--- config.mk ---
export PLATFORM = sky130hd
export DESIGN_NAME = pcld_device_flat
export DESIGN_NICKNAME = d
export VERILOG_FILES = /design/src/core/pcld_pkg.sv /design/src/core/pcld_link_if.sv /design/src/core/pcld_device.sv /design/src/flat_wrapper.sv
export SDC_FILE = /design/constraint.sdc
export NUM_CORES = 1
export LEC_CHECK = 0
export BUFFER_PORTS_ARGS = -buffer_cell sky130_fd_sc_hd__buf_2
export CORE_MARGIN = 4
export CORE_UTILIZATION = 40
export CTS_CLUSTER_DIAMETER = 80
export DETAILED_ROUTE_END_ITERATION = 10
export SETUP_SLACK_MARGIN = 0.3
export SLEW_MARGIN = 20
export SYNTH_ARGS = -nofsm -noshare
export SYNTH_HDL_FRONTEND = slang
export SYNTH_SLANG_ARGS = --single-unit
--- constraint.sdc ---
create_clock -name i_clk_sys -period 2.1 [get_ports i_clk_sys]
set_input_delay 0.315 -clock i_clk_sys [delete_from_list [all_inputs] [get_ports i_clk_sys]]
set_output_delay 0.315 -clock i_clk_sys [all_outputs]
set_load 0.1 [all_outputs]
--- src/core/pcld_pkg.sv ---
// Package of constants shared by both ends of the single-wire dimmer link
// Assumes one system clock at 125 MHz for device and host logic
package pcld_pkg;

  // ****************************************
  // Clock and timing
  // ****************************************
  localparam int CLK_MHZ = 125;
  localparam int OFF_TIME_US_X10 = 15000;   // 1.5 ms shutdown low time, in 0.1 us
  localparam int OFF_CYCLES = (OFF_TIME_US_X10 * CLK_MHZ + 9) / 10;
  localparam int MODE_DELAY_US = 400;       // 1x to 1.5x delay
  localparam int MODE_DELAY_CYCLES = MODE_DELAY_US * CLK_MHZ;
  localparam int SETUP_US = 10;             // Host setup high time
  localparam int SETUP_CYCLES = SETUP_US * CLK_MHZ;
  localparam int PULSE_MIN_NS = 300;        // Least low and high time
  localparam int PULSE_MIN_CYCLES = (PULSE_MIN_NS * CLK_MHZ + 999) / 1000;
  localparam int PULSE_MAX_US = 200;        // Longest low time
  localparam int PULSE_MAX_CYCLES = PULSE_MAX_US * CLK_MHZ;
  localparam int PUMP_FREQ_KHZ = 1000;      // Pump switching frequency
  localparam int PUMP_HALF_CYCLES = CLK_MHZ * 1000 / PUMP_FREQ_KHZ / 2;

  // ****************************************
  // Current levels
  // ****************************************
  localparam int LEVEL_W = 5;
  localparam logic [4:0] LEVEL_FULL = 5'h1f;  // 31 mA
  localparam logic [4:0] LEVEL_ZERO = 5'h00;
  localparam logic [4:0] LEVEL_STEP = 5'h01;  // 1 mA
  localparam int CHANNELS = 4;

endpackage

--- src/core/pcld_link_if.sv ---
// Single-wire enable/dim link between host and device
// Assumes both ends on i_clk_sys; device synchronises the wire anyway
interface pcld_link_if;
  logic enable_dim_input;
  modport device (input enable_dim_input);
  modport host (output enable_dim_input);
endinterface

--- src/core/pcld_device.sv ---
// Device end: dimming level, shutdown, pump mode sequencing, protections
// Assumes analog indications arrive asynchronously; they are synchronised
// Behaviour
// - First rise enables with zero current
// - First falling edge sets 31 mA
// - Later falling edges step down 1 mA
// - 32nd pulse gives zero current
// - Pulse at zero wraps to 31 mA
// - Low for 1.5 ms means shutdown
// - Shutdown makes all sinks high impedance
// - Undervoltage disables all channels
// - Power-up starts in 1x mode
// - Stay 1x while regulation holds
// - Lost regulation moves to 1.5x after 400 us
// - Sequence restarts on power-up and wake
// - Host holds input high 10 us first
// - Host pulse low time 300 ns to 200 us
// - Host keeps pulses 300 ns apart
// - Host pulse rate 5 kHz to 1 MHz; host here allows a pulse every 77 cycles, about 1.6 MHz
// - Over-temperature shuts down until cooled; device here forces zero current, no shutdown or high impedance
// - Channel tied to pump output disabled
// - Pump switches at 1 MHz in 1.5x
module pcld_device #(
  parameter int OFF_CYCLES = pcld_pkg::OFF_CYCLES,
  parameter int MODE_DELAY_CYCLES = pcld_pkg::MODE_DELAY_CYCLES
) (
  input wire logic i_clk_sys,                       // System clock
  input wire logic i_reset_n,                       // Power-up reset
  pcld_link_if.device link,                         // Enable/dim wire
  input wire logic i_undervoltage,                  // Supply below threshold
  input wire logic i_over_temp,                     // Die too hot, with hysteresis
  input wire logic i_regulation_ok,                 // All currents regulated
  input wire logic [3:0] i_tied_to_pump_output,     // Sink pin on pump output
  output logic o_enabled,                           // Out of shutdown
  output logic [4:0] o_level,                       // Shared level, mA
  output logic [3:0] o_sink_channel_enable,         // Per-channel current on
  output logic [3:0] o_sink_channel_hiz,            // Per-channel high impedance
  output logic o_pump_mode_1p5x,                    // Pump in 1.5x mode
  output logic o_pump_clock                         // Pump switching clock
);

  // ****************************************
  // Input synchronisers
  // ****************************************
  logic [7:0] sync1;
  logic [7:0] sync2;
  logic dim_prev;
  always_ff @(posedge i_clk_sys or negedge i_reset_n) begin
    if (!i_reset_n) begin
      sync1 <= 8'h00;
      sync2 <= 8'h00;
      dim_prev <= 1'b0;
    end else begin
      sync1 <= {i_tied_to_pump_output, i_regulation_ok, i_over_temp,
                i_undervoltage, link.enable_dim_input};
      sync2 <= sync1;
      dim_prev <= sync2[0];
    end
  end

  logic dim_in;
  logic uv;
  logic ot;
  logic reg_ok;
  logic [3:0] tied;
  assign dim_in = sync2[0];
  assign uv = sync2[1];
  assign ot = sync2[2];
  assign reg_ok = sync2[3];
  assign tied = sync2[7:4];

  logic fall;
  logic rise;
  assign fall = dim_prev && !dim_in;
  assign rise = !dim_prev && dim_in;

  // ****************************************
  // Enable, level and shutdown timer
  // ****************************************
  typedef enum logic [1:0] {
    PCLD_SHUTDOWN,
    PCLD_IDLE_ZERO,
    PCLD_DIMMING
  } pcld_dev_state_t;

  pcld_dev_state_t state;
  pcld_dev_state_t next_state;
  logic [4:0] level;
  logic [4:0] next_level;
  logic [31:0] low_count;
  logic [31:0] next_low_count;
  logic wake;

  always_comb begin
    next_state = state;
    next_level = level;
    next_low_count = low_count;
    wake = 1'b0;
    if (dim_in) begin
      next_low_count = '0;
    end else if (fall) begin
      next_low_count = 32'h0000_0001;
    end else if (low_count < OFF_CYCLES) begin
      next_low_count = low_count + 32'h0000_0001;
    end
    unique case (state)
      PCLD_SHUTDOWN: begin
        if (rise) begin
          next_state = PCLD_IDLE_ZERO;
          next_level = pcld_pkg::LEVEL_ZERO;
          wake = 1'b1;
        end
      end
      PCLD_IDLE_ZERO: begin
        if (fall) begin
          next_state = PCLD_DIMMING;
          next_level = pcld_pkg::LEVEL_FULL;
        end
      end
      PCLD_DIMMING: begin
        if (fall) begin
          if (level == pcld_pkg::LEVEL_ZERO) begin
            next_level = pcld_pkg::LEVEL_FULL;
          end else begin
            next_level = level - pcld_pkg::LEVEL_STEP;
          end
        end
      end
      default: begin
        next_state = PCLD_SHUTDOWN;
      end
    endcase
    if (state != PCLD_SHUTDOWN && !dim_in && low_count >= OFF_CYCLES - 1) begin
      next_state = PCLD_SHUTDOWN;
      next_level = pcld_pkg::LEVEL_ZERO;
    end
  end

  always_ff @(posedge i_clk_sys or negedge i_reset_n) begin
    if (!i_reset_n) begin
      state <= PCLD_SHUTDOWN;
      level <= 5'h00;
      low_count <= 32'h0000_0000;
    end else begin
      state <= next_state;
      level <= next_level;
      low_count <= next_low_count;
    end
  end

  // ****************************************
  // Pump mode sequencing
  // ****************************************
  logic mode_1p5x;
  logic next_mode_1p5x;
  logic [31:0] mode_count;
  logic [31:0] next_mode_count;
  logic [7:0] pump_div;
  logic [7:0] next_pump_div;
  logic pump_clk;
  logic next_pump_clk;

  always_comb begin
    next_mode_1p5x = mode_1p5x;
    next_mode_count = mode_count;
    if (wake || state == PCLD_SHUTDOWN) begin
      next_mode_1p5x = 1'b0;
      next_mode_count = '0;
    end else if (!mode_1p5x && reg_ok) begin
      next_mode_count = '0;
    end else if (!mode_1p5x) begin
      if (mode_count >= MODE_DELAY_CYCLES - 1) begin
        next_mode_1p5x = 1'b1;
        next_mode_count = '0;
      end else begin
        next_mode_count = mode_count + 32'h0000_0001;
      end
    end
    // 1 MHz pump clock in 1.5x
    next_pump_div = pump_div;
    next_pump_clk = pump_clk;
    if (!mode_1p5x || state == PCLD_SHUTDOWN) begin
      next_pump_div = 8'h00;
      next_pump_clk = 1'b0;
    end else if (pump_div >= 8'(pcld_pkg::PUMP_HALF_CYCLES - 1)) begin
      next_pump_div = 8'h00;
      next_pump_clk = !pump_clk;
    end else begin
      next_pump_div = pump_div + 8'h01;
    end
  end

  always_ff @(posedge i_clk_sys or negedge i_reset_n) begin
    if (!i_reset_n) begin
      mode_1p5x <= 1'b0;
      mode_count <= 32'h0000_0000;
      pump_div <= 8'h00;
      pump_clk <= 1'b0;
    end else begin
      mode_1p5x <= next_mode_1p5x;
      mode_count <= next_mode_count;
      pump_div <= next_pump_div;
      pump_clk <= next_pump_clk;
    end
  end

  // ****************************************
  // Outputs
  // ****************************************
  logic active;
  logic [3:0] next_chan_en;
  logic [3:0] next_chan_hiz;
  logic next_enabled;
  logic [4:0] next_out_level;
  logic next_out_mode;
  logic next_out_pump;
  always_comb begin
    active = state != PCLD_SHUTDOWN && !uv && !ot;
    next_enabled = state != PCLD_SHUTDOWN;
    next_out_level = active ? level : pcld_pkg::LEVEL_ZERO;
    next_out_mode = mode_1p5x && active;
    next_out_pump = pump_clk && active;
    next_chan_en = (active && level != pcld_pkg::LEVEL_ZERO) ? ~tied : 4'h0;
    next_chan_hiz = (state == PCLD_SHUTDOWN) ? 4'hf : 4'h0;
  end

  always_ff @(posedge i_clk_sys or negedge i_reset_n) begin
    if (!i_reset_n) begin
      o_enabled <= 1'b0;
      o_level <= 5'h00;
      o_sink_channel_enable <= 4'h0;
      o_sink_channel_hiz <= 4'hf;
      o_pump_mode_1p5x <= 1'b0;
      o_pump_clock <= 1'b0;
    end else begin
      o_enabled <= next_enabled;
      o_level <= next_out_level;
      o_sink_channel_enable <= next_chan_en;
      o_sink_channel_hiz <= next_chan_hiz;
      o_pump_mode_1p5x <= next_out_mode;
      o_pump_clock <= next_out_pump;
    end
  end

endmodule

--- src/flat_wrapper.sv ---
// flat-port wrapper written by rule: the top's interface ports become plain ports
module pcld_device_flat 
#(
  parameter int OFF_CYCLES = pcld_pkg::OFF_CYCLES,
  parameter int MODE_DELAY_CYCLES = pcld_pkg::MODE_DELAY_CYCLES
)
  (i_clk_sys, i_reset_n, i_undervoltage, i_over_temp, i_regulation_ok, i_tied_to_pump_output, o_enabled, o_level, o_sink_channel_enable, o_sink_channel_hiz, o_pump_mode_1p5x, o_pump_clock, link_enable_dim_input);
  pcld_link_if link_i ();
  input wire logic i_clk_sys;
  input wire logic i_reset_n;
  input wire logic i_undervoltage;
  input wire logic i_over_temp;
  input wire logic i_regulation_ok;
  input wire logic [3:0] i_tied_to_pump_output;
  output logic o_enabled;
  output logic [4:0] o_level;
  output logic [3:0] o_sink_channel_enable;
  output logic [3:0] o_sink_channel_hiz;
  output logic o_pump_mode_1p5x;
  output logic o_pump_clock;
  input wire logic [$bits(link_i.enable_dim_input)-1:0] link_enable_dim_input;
  assign link_i.enable_dim_input = link_enable_dim_input;
  pcld_device #(.OFF_CYCLES(OFF_CYCLES), .MODE_DELAY_CYCLES(MODE_DELAY_CYCLES)) u_core (.i_clk_sys(i_clk_sys), .i_reset_n(i_reset_n), .link(link_i), .i_undervoltage(i_undervoltage), .i_over_temp(i_over_temp), .i_regulation_ok(i_regulation_ok), .i_tied_to_pump_output(i_tied_to_pump_output), .o_enabled(o_enabled), .o_level(o_level), .o_sink_channel_enable(o_sink_channel_enable), .o_sink_channel_hiz(o_sink_channel_hiz), .o_pump_mode_1p5x(o_pump_mode_1p5x), .o_pump_clock(o_pump_clock));
endmodule
-- Yosys cells after proc, flatten, opt, wreduce, memory -nomap -nowiden
Cells that the tools add are included.
- flip-flop bits (word level): 114
- input bits: 10
- output and inout bits: 16
- word-level logic and storage cells: 90
- $add $sub $neg: 4
- $lt $le $gt $ge: 4
- equality and inequality tests: 8
- mux-type cells: 30
- bitwise operators: 1
- reduce and logical (&&, ||, !) cells: 27
- operator list (cell ; count):
    $mux W32 ; 7
    $add A32 B1 Y32 const B ; 2
    $ge A32 B16 Y1 const B ; 1
    $ge A32 B18 Y1 const B ; 1
    $lt A32 B18 Y1 const B ; 1
    $mux W5 ; 6
    $mux W8 ; 2
    $pmux W5 S3 ; 1
    $logic_and A1 B1 Y1 ; 10
    $ne A3 B1 Y1 const B ; 3
    $add A8 B1 Y8 const B ; 1
    $ge A8 B6 Y1 const B ; 1
    $mux W1 ; 8
    $mux W4 ; 2
    $logic_not A1 Y1 ; 6
    $mux W2 ; 3
    $pmux W2 S3 ; 1
    $logic_not A5 Y1 ; 1
    $reduce_bool A5 Y1 ; 1
    $sub A5 B1 Y5 const B ; 1
    $ne A2 B1 Y1 const B ; 2
    $not A4 Y4 ; 1
    $reduce_and A4 Y1 ; 1
    $reduce_bool A2 Y1 ; 2
    8 further kinds ; 9

-- Depth between registers and ports, before layout
- depth in word-level cells: 6
- mapped depth: 9
- mapped depth without buffers: 8

-- Worst setup path after synthesis
No wires, ideal clock.
- kind: register -> register
- start: register u_core.state[0]
- end: register u_core.pump_clk
- setup time: 125 ps
- data arrival time: 1773 ps
- data required time: 1975 ps
- path slack: 203 ps
- stages on the path, launching flop included: 8
- buffers on the path: 1
- clock period less this slack: 1897 ps
- cell sequence: dfrtp_1 inv_1 ha_1 inv_1 nand2_1 or4_1 clkbuf_1 mux2_2
- longest elaborated chain between the ends: 3
- elaborated cells between the ends (all ways): 4
- those cells by class: 1 x mux; 3 x reduce/logical
- ends and longest elaborated chain (what ; line ; text):
    from (decl) ; pcld_device.sv:86 ; pcld_dev_state_t state;
    from (signal assigned) ; pcld_device.sv:145 ; state <= next_state;
    $logic_not A2 Y1 * ; pcld_device.sv:182 ; if (!mode_1p5x || state == PCLD_SHUTDOWN) begin
    $logic_or A1 B1 Y1 * ; pcld_device.sv:182 ;
    $mux W1 / $reduce_bool A2 Y1 (equally long branches) ; -- ;
    to (signal assigned) ; pcld_device.sv:203 ; pump_clk <= next_pump_clk;
    to (decl) ; pcld_device.sv:160 ; logic pump_clk;
Every way passes the cells marked *; elsewhere a longest branch is shown, timed or not.
A chain may end at the register's enable or synchronous reset.

-- Final worst setup path
- start: register u_core.low_count[0]
- end: register u_core.level[3]
- longest elaborated chain between the ends: 4
- elaborated cells between the ends (all ways): 8
- those cells by class: 1 x order compare; 3 x eq/ne; 1 x mux; 3 x reduce/logical
- ends and longest elaborated chain (what ; line ; text):
    from (decl) ; pcld_device.sv:90 ; logic [31:0] low_count;
    from (signal assigned) ; pcld_device.sv:147 ; low_count <= next_low_count;
    $ge A32 B18 Y1 * ; pcld_device.sv:133 ; if (state != PCLD_SHUTDOWN && !dim_in && low_count >= OFF_CYCLES - 1) begin
    $logic_and A1 B1 Y1 * ; pcld_device.sv:133 ;
    $ne A3 B1 Y1 (no source line) / $reduce_bool A4 Y1 (equally long branches) ; -- ;
    $reduce_and A4 Y1 (no source line) ; -- ;
    to (signal assigned) ; pcld_device.sv:146 ; level <= next_level;
    to (decl) ; pcld_device.sv:88 ; logic [4:0] level;
Marked as above.

==> metrics.csv <==
metric;value;unit
yosysWarnings;0;
drc;0;
path_class;flip-flop to flip-flop;
hold_class;input port to flip-flop;
dieArea;13900;sq um
dpl.hpwl;6080;um
cp_max_fo;3;
syn_to_final_growth;23.5;%
syn_area_per_cell;10.9;sq um
critPathLaunchType;flip-flop;
synth_edf_count;0;
fin_hold_ws;73.4;ps
max_freq;507;MHz
vdd.ir_drop.worst;0.000459;V
vias_per_cell;5.19;
drive_above_1_share;25.2;%
nets;527;
drt_iter0_drc;347;
muxShareOfSynthArea;0.646;%
num_vias;3393;
antenna_found_initial;0;
die_y;118;um
yosysTopAreaCell;dfrtp_1;
ys.flop_type;dfrtp_1;
synth_common_cells;dfrtp_1, nor2_1, and2_1;
cts_sinks;111;
synthXorXnorAreaFrac;3.98;%
core_area;11600;sq um
fin_crit;1970;ps
cp.required;2340;ps
insertedDiodeCount;0;
synth_nets;464;
clock_latency;340;ps
synth_fa_ha_area_share;2.84;%
status;finished, final reports clean;
grt_util_all_layers;14.2;%
grt_max_degree;41;
drt-wirelength-per-cell;14.6;um
final-seq-area;2780;sq um
die_w;118;um
hold_viol_final;0;
finalClockSkew;8.16;ps
ys_async_sr_fraction;100;%
fin_tns_setup;0;ps
pwr_density_cell;985;nW/um^2
endpoint_kind;flip-flop;
rows;39;
synth_compound_area_share;9.59;%
worst_pin_slew;598;ps
portBuffers;25;
synth_most_common_cell;dfrtp_1;
ys_ff_latch;111;
grt-ovfl-total;0;
slew_headroom;60.0;%
grt_pass1_vias;3417;
fin_crit_sh;93.9;%
first_pass_iters;4;
synth_area;4840;sq um
multi_input_area;2120;sq um
synth_top_area_share;56.9;%
finalSetupViolations;0;
pin_count;26;
synthCells;443;
grt_pass1_wl;16300;um
yosysSeqAreaShare;57.4;%
start_util;41.7;%
p_leak;2.79;nW
cts_root_buf;clkbuf_16;
clock_path_buffers;2;
tritoncts;yes;
gp_congestion;0.835;
synthTopCellsByArea;dfrtp_1, and2_1, nor2_1;
yosysUniqueCellTypes;57;
htree_num_levels;3;
grt_setup_unrepaired;true;
maxCapViolCount;0;
clkSlewWorstSetupHoldPaths;70;ps
drt-total-wl;9530;um
fillCellCount;1033;
drv_slew;0;
cts_buffers;9;
synthSimpleGateAreaFrac;22.3;%
arrival;2210;ps
synth_top_family_by_area;simple AND/OR/NAND/NOR gates;
route.antenna.remaining_nets;0;
## final cells by class
| class | instances | area share, % |
|---|---|---|
| inverters | 14 | 0.879 |
| multi-input cells | 302 | 35.5 |
| clock buffers | 11 | 4.06 |
| repair buffers | 68 | 9.14 |
| clock inverters | 5 | 0.941 |
| flip-flops and latches | 111 | 46.5 |
| well taps | 143 | 2.99 |
## registers in the layout, indices dropped and copies added, names as in the netlist
| signal | flops |
|---|---|
| u_core.state | 2 |
| u_core.sync1 | 8 |
| u_core.o_sink_channel_enable | 4 |
| u_core.o_pump_mode_1p5x | 1 |
| u_core.pump_div | 8 |
| u_core.o_sink_channel_hiz | 1 |
| u_core.dim_prev | 1 |
| u_core.mode_1p5x | 1 |
| u_core.mode_count | 32 |
| u_core.sync2 | 8 |
| u_core.o_level | 5 |
| u_core.level | 5 |
| u_core.low_count | 32 |
| u_core.o_enabled | 1 |
| u_core.o_pump_clock | 1 |
| u_core.pump_clk | 1 |
## cell families after synthesis
logic type / count (synthesis)
compound gates: 67
xor+xnor: 22
fa+ha+maj: 11
buf+inv: 30
flops: 111
mux: 3
other cells: 1
simple gates: 198
## cells in the final DEF (no fill, tap or decap), drive strengths merged, types with 12 or more instances in the layout
cell type / n
and2: 35
nand3: 16
dfrtp: 110
buf: 66
nand2: 23
inv: 15
xor2: 18
o21ai: 20
nand4: 12
clkbuf: 12
nor2: 56
## layer usage
layer	global-route usage, %	part of all wire, %
met5	0	0
met4	6.45	2.3
met3	2.79	2.6
met2	22.1	47
met1	19.3	48
## report_power, final
group	total [mW]	internal [mW]	switching, mW
registers	2.34	2.26	0.0773
clock network	1.70	0.958	0.745
logic	1.84	0.660	1.19
## per-stage QoR
stage	std cells	cell area (sq um)	util, %	setup WS [ps]	power [mW]
after global routing	654	5980	51.5	29.3	6.18
final	654	5980	51.5	129	5.89
after detailed placement	617	5290	45.5	61.8	3.95
after CTS	648	5810	50.1	155	5.84
after floorplan	443	4860	-	288	3.62
after global placement	617	5290	45.5	101	3.95
## final timing paths
kind	depth (start not counted)	slack [ps]	to	from
setup / recovery	9	130	u_core.level[3]$_DFFE_PN0P_	u_core.low_count[0]$_DFFE_PN0P_
hold / removal	1	70	u_core.sync1[2]$_DFF_PN0_	i_over_temp
setup reg to reg	9	130	u_core.level[3]$_DFFE_PN0P_	u_core.low_count[0]$_DFFE_PN0P_
hold reg to reg	0	350	u_core.sync2[4]$_DFF_PN0_	u_core.sync1[4]$_DFF_PN0_
max in group asynchronous	3	1000	u_core.o_sink_channel_hiz[2]$_DFF_PN1_	i_reset_n
min in group asynchronous	2	470	u_core.mode_count[9]$_DFFE_PN0P_	i_reset_n
## what timing repair did
item                                    CTS  global route
hold buffers                              1             0
endpoints found under the setup margin   49            50
gates cloned                              0             1
resized for setup                        25            24
buffers inserted                         14             5
endpoints found under the hold margin    33             0
pin swaps                                16             9
## worst max-delay path: stages (launching register included)
cell and delay, ps:
dfrtp_1 390, ha_2 190, and4_1 200, and4_4 260
o21ai_4 70, a211oi_4 310, buf_6 170, buf_6 90
nor4_2 30, a21o_1 150
(Power assumes the default switching activity.)
